===== config.mk =====
export PLATFORM = sky130hd
export DESIGN_NAME = ofc_top
export DESIGN_NICKNAME = d
export VERILOG_FILES = /design/src/logic/ofc_pkg.sv /design/src/logic/ofc_sync.sv /design/src/logic/ofc_top.sv
export SDC_FILE = /design/constraint.sdc
export NUM_CORES = 1
export LEC_CHECK = 0
export ABC_AREA = 0
export BUFFER_PORTS_ARGS = -buffer_cell sky130_fd_sc_hd__buf_2
export CAP_MARGIN = 40
export CORE_MARGIN = 2
export CORE_UTILIZATION = 38
export CTS_CLUSTER_DIAMETER = 40
export DETAILED_ROUTE_END_ITERATION = 10
export HOLD_SLACK_MARGIN = 0.1
export PLACE_DENSITY = 0.63
export SLEW_MARGIN = 30
export SYNTH_ARGS = -nofsm -noshare
export SYNTH_HDL_FRONTEND = slang
export SYNTH_SLANG_ARGS = --single-unit

===== constraint.sdc =====
create_clock -name sys_clk -period 2.17 [get_ports sys_clk]
set_input_delay 0.1085 -clock sys_clk [delete_from_list [all_inputs] [get_ports sys_clk]]
set_output_delay 0.1085 -clock sys_clk [all_outputs]
set_load 0.05 [all_outputs]

===== src/logic/ofc_pkg.sv =====
// shared constants and types for the overcurrent fault control block
// assumes a single 25 MHz clock domain
package ofc_pkg;
	localparam int NUM_CH = 3;
	localparam int CLK_MHZ = 25;
	// post-transition hold of boosted thresholds, in microseconds
	localparam int BOOST_HOLD_US = 50;
	localparam int BOOST_HOLD_CYC = BOOST_HOLD_US * CLK_MHZ;
	// one startup delay period, in microseconds
	localparam int STARTUP_DELAY_PERIOD_US = 1100;
	localparam int STARTUP_DELAY_PERIOD_CYC = STARTUP_DELAY_PERIOD_US * CLK_MHZ;
	localparam int RETRY_PERIODS = 8;
	localparam int RETRY_CYC = RETRY_PERIODS * STARTUP_DELAY_PERIOD_CYC;
	localparam int CNT_W = 24;
	localparam logic [CNT_W-1:0] CNT_ZERO = 24'h000000;
	localparam logic [CNT_W-1:0] CNT_ONE = 24'h000001;

	// comparator results from the analog front end
	typedef struct packed {
		logic avg_over_norm;   // averaged current above normal reference
		logic avg_over_boost;  // averaged current above boosted reference
		logic monitor_over;    // current monitor pin above its threshold
		logic sense_ov;        // remote sense difference overvoltage
		logic [NUM_CH-1:0] ch_over_norm;  // per-channel above normal limit
		logic [NUM_CH-1:0] ch_over_boost; // per-channel above boosted limit
	} ofc_cmp_t;

	typedef struct packed {
		logic [NUM_CH-1:0] high_side_gate; // high-side gate permission
		logic [NUM_CH-1:0] low_side_force; // low-side gate forced on
		logic [NUM_CH-1:0] gate_off;       // both gates forced off
	} ofc_gate_t;

	typedef enum logic [3:0] {
		ST_OFF = 4'h1,
		ST_RUN = 4'h2,
		ST_HICCUP = 4'h4,
		ST_LATCHED = 4'h8
	} ofc_state_t;
endpackage


===== src/logic/ofc_sync.sv =====
// two-flop synchroniser for one comparator bit
// assumes din is asynchronous to sys_clk
`timescale 1ns/1ps
`default_nettype none
module ofc_sync (
	input wire logic sys_clk, // clock
	input wire logic reset, // async reset, active high
	input wire logic din, // asynchronous level
	output logic dout // synchronised level
);
	logic meta_r;
	logic meta_nxt;
	logic dout_nxt;

	always_comb begin
		meta_nxt = din;
		dout_nxt = meta_r;
	end

	always_ff @(posedge sys_clk or posedge reset) begin
		if (reset) begin
			meta_r <= 1'b0;
			dout <= 1'b0;
		end else begin
			meta_r <= meta_nxt;
			dout <= dout_nxt;
		end
	end
endmodule
`default_nettype wire


===== src/logic/ofc_top.sv =====
// fault state machine, hiccup retry, threshold boost and channel limiting
// assumes comparator inputs are asynchronous; soft-start lives elsewhere
// Functional notes
// sense-line overvoltage stops regulation and latches off until enable toggle or reset
// averaged sense current over normal reference enters overcurrent shutdown
// transition start selects the boosted averaged-current threshold
// boost holds a fixed interval after transition end, then reverts
// current monitor above its voltage threshold enters overcurrent shutdown
// shutdown forces all gates off and drops regulator ready
// after shutdown wait eight startup delay periods, then retry soft-start
// shutdown and retry repeat until disabled or fault clears
// each channel current compared with its own limit independently
// over-limit channel: high side low, low side high at once
// limited high side stays low until current drops below limit
// channel limiting never shuts down the whole regulator
// per-channel limit boosted during transition plus fixed hold
// after overvoltage latch, restart only on enable toggle or reset
// all comparator results synchronised before the state machine
`timescale 1ns/1ps
`default_nettype none
module ofc_top import ofc_pkg::*; #(
	parameter int RETRY_CYCLES = RETRY_CYC, // shorten for simulation
	parameter int HOLD_CYCLES = BOOST_HOLD_CYC // shorten for simulation
) (
	input wire logic sys_clk, // 25 MHz clock
	input wire logic reset, // async reset, active high
	input wire logic enable, // regulator enable level
	input wire logic dyn_transition, // output-voltage transition active
	input wire logic softstart_done, // soft-start completed, level
	input wire ofc_cmp_t cmp_in, // asynchronous comparator results
	output ofc_gate_t gate_out, // gate overrides
	output logic regulator_ready_out, // ready, active high
	output logic softstart_start, // one-cycle pulse: begin soft-start
	output logic boost_active, // boosted thresholds selected
	output logic overcurrent_shutdown // in hiccup shutdown
);
	localparam int CMP_W = $bits(ofc_cmp_t);
	localparam logic [CNT_W-1:0] RETRY_LOAD = CNT_W'(RETRY_CYCLES);
	localparam logic [CNT_W-1:0] HOLD_LOAD = CNT_W'(HOLD_CYCLES);

	logic [CMP_W-1:0] cmp_raw;
	logic [CMP_W-1:0] cmp_bits;
	ofc_cmp_t cmp;

	assign cmp_raw = cmp_in;

	genvar gi;
	generate
		for (gi = 0; gi < CMP_W; gi++) begin : g_sync
			ofc_sync u_sync (
				.sys_clk(sys_clk),
				.reset(reset),
				.din(cmp_raw[gi]),
				.dout(cmp_bits[gi])
			);
		end
	endgenerate
	assign cmp = cmp_bits;

	ofc_state_t state_r, state_nxt;
	logic [CNT_W-1:0] retry_cnt_r, retry_cnt_nxt;
	logic [CNT_W-1:0] hold_cnt_r, hold_cnt_nxt;
	logic boost_r, boost_nxt;
	logic enable_d_r, enable_d_nxt;
	logic avg_trip;
	logic ch_over_any;
	logic [NUM_CH-1:0] ch_over;
	ofc_gate_t gate_nxt;
	logic ready_nxt;
	logic ss_start_nxt;
	logic ocs_nxt;

	// boost follows the raw transition flag; hold timer starts at its end
	always_comb begin
		boost_nxt = boost_r;
		hold_cnt_nxt = hold_cnt_r;
		if (dyn_transition) begin
			boost_nxt = 1'b1;
			hold_cnt_nxt = HOLD_LOAD;
		end else if (boost_r) begin
			if (hold_cnt_r <= CNT_ONE) begin
				boost_nxt = 1'b0;
				hold_cnt_nxt = CNT_ZERO;
			end else begin
				hold_cnt_nxt = hold_cnt_r - CNT_ONE;
			end
		end
	end

	always_comb begin
		avg_trip = boost_r ? cmp.avg_over_boost : cmp.avg_over_norm;
		ch_over = boost_r ? cmp.ch_over_boost : cmp.ch_over_norm;
		ch_over_any = |ch_over;
	end

	always_comb begin
		state_nxt = state_r;
		retry_cnt_nxt = retry_cnt_r;
		enable_d_nxt = enable;
		ss_start_nxt = 1'b0;
		case (state_r)
			ST_OFF: begin
				retry_cnt_nxt = CNT_ZERO;
				if (enable) begin
					state_nxt = ST_RUN;
					ss_start_nxt = 1'b1;
				end
			end
			ST_RUN: begin
				if (!enable) begin
					state_nxt = ST_OFF;
				end else if (cmp.sense_ov) begin
					state_nxt = ST_LATCHED;
				end else if (avg_trip || cmp.monitor_over) begin
					state_nxt = ST_HICCUP;
					retry_cnt_nxt = RETRY_LOAD;
				end
			end
			ST_HICCUP: begin
				if (!enable) begin
					state_nxt = ST_OFF;
				end else if (cmp.sense_ov) begin
					state_nxt = ST_LATCHED;
				end else if (retry_cnt_r <= CNT_ONE) begin
					state_nxt = ST_RUN;
					ss_start_nxt = 1'b1;
					retry_cnt_nxt = CNT_ZERO;
				end else begin
					retry_cnt_nxt = retry_cnt_r - CNT_ONE;
				end
			end
			ST_LATCHED: begin
				// only a falling enable or reset clears the latch
				if (enable_d_r && !enable) begin
					state_nxt = ST_OFF;
				end
			end
			default: state_nxt = ST_OFF;
		endcase
	end

	always_comb begin
		ocs_nxt = (state_nxt == ST_HICCUP);
		ready_nxt = (state_nxt == ST_RUN) && softstart_done;
		for (int i = 0; i < NUM_CH; i++) begin
			// channel limit stays local; it never moves the state machine
			gate_nxt.gate_off[i] = (state_nxt != ST_RUN);
			gate_nxt.high_side_gate[i] = (state_nxt == ST_RUN) &&
				!ch_over[i];
			gate_nxt.low_side_force[i] = (state_nxt == ST_RUN) &&
				ch_over[i];
		end
	end

	always_ff @(posedge sys_clk or posedge reset) begin
		if (reset) begin
			state_r <= ST_OFF;
			retry_cnt_r <= CNT_ZERO;
			hold_cnt_r <= CNT_ZERO;
			boost_r <= 1'b0;
			enable_d_r <= 1'b0;
			gate_out <= '0;
			regulator_ready_out <= 1'b0;
			softstart_start <= 1'b0;
			boost_active <= 1'b0;
			overcurrent_shutdown <= 1'b0;
		end else begin
			state_r <= state_nxt;
			retry_cnt_r <= retry_cnt_nxt;
			hold_cnt_r <= hold_cnt_nxt;
			boost_r <= boost_nxt;
			enable_d_r <= enable_d_nxt;
			gate_out <= gate_nxt;
			regulator_ready_out <= ready_nxt;
			softstart_start <= ss_start_nxt;
			boost_active <= boost_nxt;
			overcurrent_shutdown <= ocs_nxt;
		end
	end
endmodule
`default_nettype wire


Word-level counts from Yosys, hierarchy flattened
Cells that the tools add are included.
- register bits: 84
- input port bits: 15
- logic and storage cells: 92
- output and inout port bits: 13
- reductions and logical operators: 16
- order comparisons: 2
- $add $sub $neg: 2
- eq/ne operators: 12
- multiplexer cells: 29
- operators with widths (cell ; count):
    $mux 24 ; 9
    $pmux 24 s3 ; 1
    $le 24x1->1 const B ; 2
    $sub 24x1->24 const B ; 2
    $mux 4 ; 8
    $pmux 4 s4 ; 1
    $ne 2x2->1 const B ; 5
    $eq 4x2->1 const B ; 2
    $eq 4x3->1 const B ; 2
    $logic_and 1x1->1 ; 8
    $mux 1 ; 8
    $reduce_and 6->1 ; 1
    $eq 4x1->1 const B ; 1
    $eq 4x4->1 const B ; 1
    $logic_not 1->1 ; 4
    $ne 4x2->1 const B ; 1
    $mux 3 ; 1
    $reduce_bool 3->1 ; 1
    $pmux 1 s2 ; 1
    $reduce_bool 2->1 ; 1
    $logic_or 1x1->1 ; 1

Logic depth before layout (Yosys ltp)
- depth in word-level cells: 8
- gate-level depth with buffers: 8

Modules after synthesis
Synthesis repeated with hierarchy kept, for this count alone.
- cell total of the unflattened synthesis: 427
- area total of the unflattened synthesis: 4185.3 um^2
- by module, submodules not included (module ; times used ; area an instance (um^2) ; cells each):
    ofc_top ; 1 ; 3647.2 ; 397
    ofc_sync ; 10 ; 53.8 ; 3

Least setup slack after synthesis
Ideal clock, no wire load.
- kind: register -> register
- start point: reg retry_cnt_r[0]
- end point: reg retry_cnt_r[22]
- stages on the path, launching flop included: 9
- arrival time: 2148 ps
- setup time: 83 ps
- required time: 2087 ps
- setup slack: -61 ps
- clock period less this slack: 2231 ps
- path buffers: 1
- cell sequence: dfrtp_1 -> inv_1 -> ha_1 -> or4b_1 -> buf_2 -> nor4_1 -> nand3_1 -> or4_1 -> o21ai_0
- word-level cells in the longest chain between the ends: 5
- RTL lines (what ; RTL line ; text):
    from (decl) ; ofc_top.sv:61 ; logic [CNT_W-1:0] retry_cnt_r, retry_cnt_nxt;
    from (signal assigned) ; ofc_top.sv:169 ; retry_cnt_r <= retry_cnt_nxt;
    $sub 24x1->24 / $le 24x1->1 (equally long branches) ; ofc_top.sv:129, ofc_top.sv:124 ;
    $mux 24 (*) ; ofc_top.sv:124 ; end else if (retry_cnt_r <= CNT_ONE) begin
    $mux 24 (*) ; ofc_top.sv:122 ; end else if (cmp.sense_ov) begin
    $mux 24 (*) ; ofc_top.sv:120 ; if (!enable) begin
    $pmux 24 s3 (*) ; ofc_top.sv:101 ; case (state_r)
Mark *: on every way between the ends. The rest lies on a longest branch, timed or not. The select of a mux whose other input is x is not followed.
A chain may end at the register's enable or synchronous reset.

Final worst setup path
- start point: reg retry_cnt_r[19]
- end point: reg retry_cnt_r[6]
- word-level cells in the longest chain between the ends: 5
- RTL lines (what ; RTL line):
    $le 24x1->1 ; ofc_top.sv:124
    $mux 24 ; ofc_top.sv:124
    $mux 24 ; ofc_top.sv:122
    $mux 24 ; ofc_top.sv:120
    $pmux 24 s3 ; ofc_top.sv:101
Every way passes these cells. The select of a mux whose other input is x is not followed.

==> summary.md <==
| Metric | Value |
|---|---|
| Leak | `approximately 2.4 nW` |
| Routability cong. | `0.867` |
| TritonCTS buffer count | `9` |
| WP data arrival | `2.44 ns` |
| Post-synth EDFFs | `0` |
| Post-Layout Cell Count | `between 600 and 700` |
| Clk buf depth | `2` |
| # DRC | `0` |
| Crit path required time | `roughly 2.4 ns` |
| Vias/cell | `~5.4` |
| Worst-path maximum fanout | `10` |
| First-pass DRT Iterations | `4` |
| Clk Latency, worst-skew pair | `0.37 ns` |
| Rel. slew slack | `0.655` |
| Synth Area in XOR/XNOR | `0.00639` |
| Tightest Pin Transition | `0.512 ns` |
| Final HPWL DP | `6810 um` |
| Endpoints failing setup | `5` |
| Max Freq | `460 MHz` |
| Max cap viols | `0` |
| H-tree Lvls | `3` |
| Die Span Y | `108 um` |
| Nets | `526` |
| Clock Skews | `0.0115 ns` |
| Ys Warns | `0` |
| Synth-to-Final Area Change | `31.8%` |
| Post-synthesis simple-gate area fraction | `0.218` |
| Final setup margin | `-0.00544 ns` |
| Yosys top cell by area | `dfrtp_1` |
| CTS clk-pin slew, worst paths | `around 0.10 ns` |
| Root Driver | `clkbuf_8` |
| Post-synth design cell area | `4110 um2` |
| Total die area | `around 12000 um2` |
| Fin crit period | `2.18 ns` |
| Final clock period utilization by the worst path | `1.00` |
| Adder-cell share of the synthesized area | `0.0122` |
| Core Area | `10400 um2` |
| Synth area leaders | `dfrtp_1 51%, o21ai_0 4.3%, a21oi_1 3.2%` |
| Final Util | `0.520` |
| Hold Crit Class | `in2reg` |
| Post-synthesis mux area share | `0.0174` |
| Crit. End Element | `flop` |
| RSZ-0062 raised after global routing | `yes` |
| First-iteration detailed-routing DRC count | `185` |
| Failing checks | `setup timing` |
| Syn_nets | `424` |
| Mean Syn Cell Area | `10.1 um2` |
| DR vias | `3521` |
| PortBufs | `27` |
| Top post-synthesis cells by count | `83 x dfrtp_1, 35 x o21ai_0, 26 x a21oi_1` |
| Post-synth cell types | `59` |
| Initial antenna violation count | `0` |
| Primary FF master, synth | `dfrtp_1` |
| Die width | `108 um` |
| Synth Area in Compound Gates | `0.192` |
| WL per Instance | `15.3 um` |
| Number of synthesized register bits | `84` |
| CP Class | `reg2reg` |
| CTS tree | `yes` |
| Io pins | `28` |
| Pwr Density | `1170 nW/um2` |
| All-Layer GR Usage | `0.179` |
| Outcome | `finished with violations` |
| Pin count of the biggest net entering global routing | `31` |
| Final Max Slew Viols | `0` |
| Fraction of layout instances using a drive strength above 1 | `0.307` |
| Syn Inst Count | `405` |
| Cell count after placement | `614` |
| Sequential share of the synthesized area | `0.512` |
| Row cnt | `37` |
| Final Hold Viols | `0` |
| Vias in the first global route | `between 3000 and 4000` |
| First-pass GRT wire length | `16400 um` |
| Post-synth top area share | `0.505` |
| Antenna-violating nets left | `0` |
| Max VDD drop | `798 uV` |
| Asr flop ratio synth | `1.00` |
| Global route overflow | `0` |
| Clk sinks | `84` |
| Largest family of logic cells by synthesized area | `simple AND/OR/NAND/NOR gates` |
| Most numerous cell in the Yosys netlist | `dfrtp_1` |
| Initial core utilization | `0.395` |
| Final wirelength | `9900 um` |
| Worst setup SP type | `flop` |
| N_diodes | `0` |
| Power, Total | `about 0.0063 W` |
[worst paths after layout]
check / startpoint / slack (ns) / depth (start not counted) / endpoint
worst max-delay path: retry_cnt_r[19] / -0.005 / 6 / retry_cnt_r[6]
worst min-delay path: dyn_transition / 0.18 / 2 / hold_cnt_r[8]
worst max register to register: retry_cnt_r[19] / -0.005 / 6 / retry_cnt_r[6]
worst min register to register: g_sync[6].u_sync.dout_nxt / 0.36 / 0 / g_sync[6].u_sync.dout
max in group asynchronous: reset / 1.20 / 5 / state_r[0]
min in group asynchronous: reset / 0.26 / 3 / retry_cnt_r[10]
[stage by stage]
stage / setup slack (ns) / instance area, um2 / hold WS (ns) / setup TNS, ns
6_report: -0.00544 / 5420 / 0.181 / -0.0165
5_1_grt: -0.0968 / 5420 / 0.194 / -1.41
4_1_cts: -0.00989 / 5230 / 0.165 / -0.0247
3_5_place_dp: -0.0991 / 4890 / 0.107 / -0.161
3_3_place_gp: 0.0162 / 4870 / 0.217 / 0
2_1_floorplan: 0.0327 / 4120 / 0.140 / 0
[worst max-delay path: stages (launching register included)]
cell     delay (ns)
dfrtp_1        0.43
nor4_1         0.50
nor4b_4        0.44
a31o_4         0.27
buf_12         0.14
o41ai_2        0.07
a22o_1         0.23
[cell usage in the layout (no fill, tap or decap), types with 3 or more instances in the layout]
cell and count:
a22o_1 9, mux2i_1 6, a21boi_1 3, inv_8 3
buf_4 64, nor3_1 9, nor4_4 3, o21ai_0 28
nand2_1 25, xor2_1 3, buf_2 27, clkbuf_8 9
or4_1 8, ha_1 3, o31ai_1 8, or3_1 12
nand4_1 3, nor4_1 10, dlygate4sd3_1 13, or2_2 3
buf_12 5, a221o_1 3, nor2b_1 4, dfrtp_1 82
a31oi_1 6, nor2_1 21, or4_4 6, a211oi_1 4
a21oi_1 25, inv_1 15, o21ai_1 7, o2bb2ai_1 5
nand2b_1 4, nand3_1 12
[sequential cells by signal, indices dropped and copies added (netlist names)]
register / flops
state_r: 4
gate_out: 7
regulator_ready_out: 1
enable_d_r: 1
overcurrent_shutdown: 1
hold_cnt_r: 24
softstart_start: 1
retry_cnt_r: 24
g_sync.u_sync.dout: 10
boost_r: 1
g_sync.u_sync.dout_nxt: 10
[logic make-up (layout without fill, tap and decap cells)]
kind of cell	after synthesis	in the layout
DFF	84	84
adders and majority gates	4	4
buffers and inverters	38	145
and+or+nand+nor	150	150
AOI/OAI and AO/OA	119	119
xor gates and xnor gates	3	3
muxes	7	7
[area by class of cell]
class,count,area (um2)
timing repair buffer,113,895
tap,136,170
multi-input combinational,283,1990
clock buffer,9,124
clock inverter,7,76.3
inverter,16,63.8
fill,926,5000
sequential,84,2100
[what timing repair did]
item / 4_1_cts / 5_1_grt
hold endpoints to repair: 45 / 0
hold buffers: 13 / 0
buffers inserted: 0 / 4
endpoints found under the setup margin: 5 / 45
resized for setup: 5 / 40
cloned: 0 / 1
pin swaps: 1 / 10
[where the power goes]
part | switching (W) | internal, W
registers | 0.000143 | 0.00176
clock network | 0.000681 | 0.000458
logic | 0.00184 | 0.00147
total | 0.00266 | 0.00369
[metal layers]
| layer | track usage | vias up | wire, um |
|---|---|---|---|
| li1 | - | 1737 | - |
| met1 | 0.239 | 1706 | 4580 |
| met2 | 0.289 | 69 | 4850 |
| met3 | 0.0380 | 9 | 357 |
| met4 | 0.0632 | 0 | 105 |
| met5 | 0 | - | 0 |
Power figures use the tool's default switching activity.
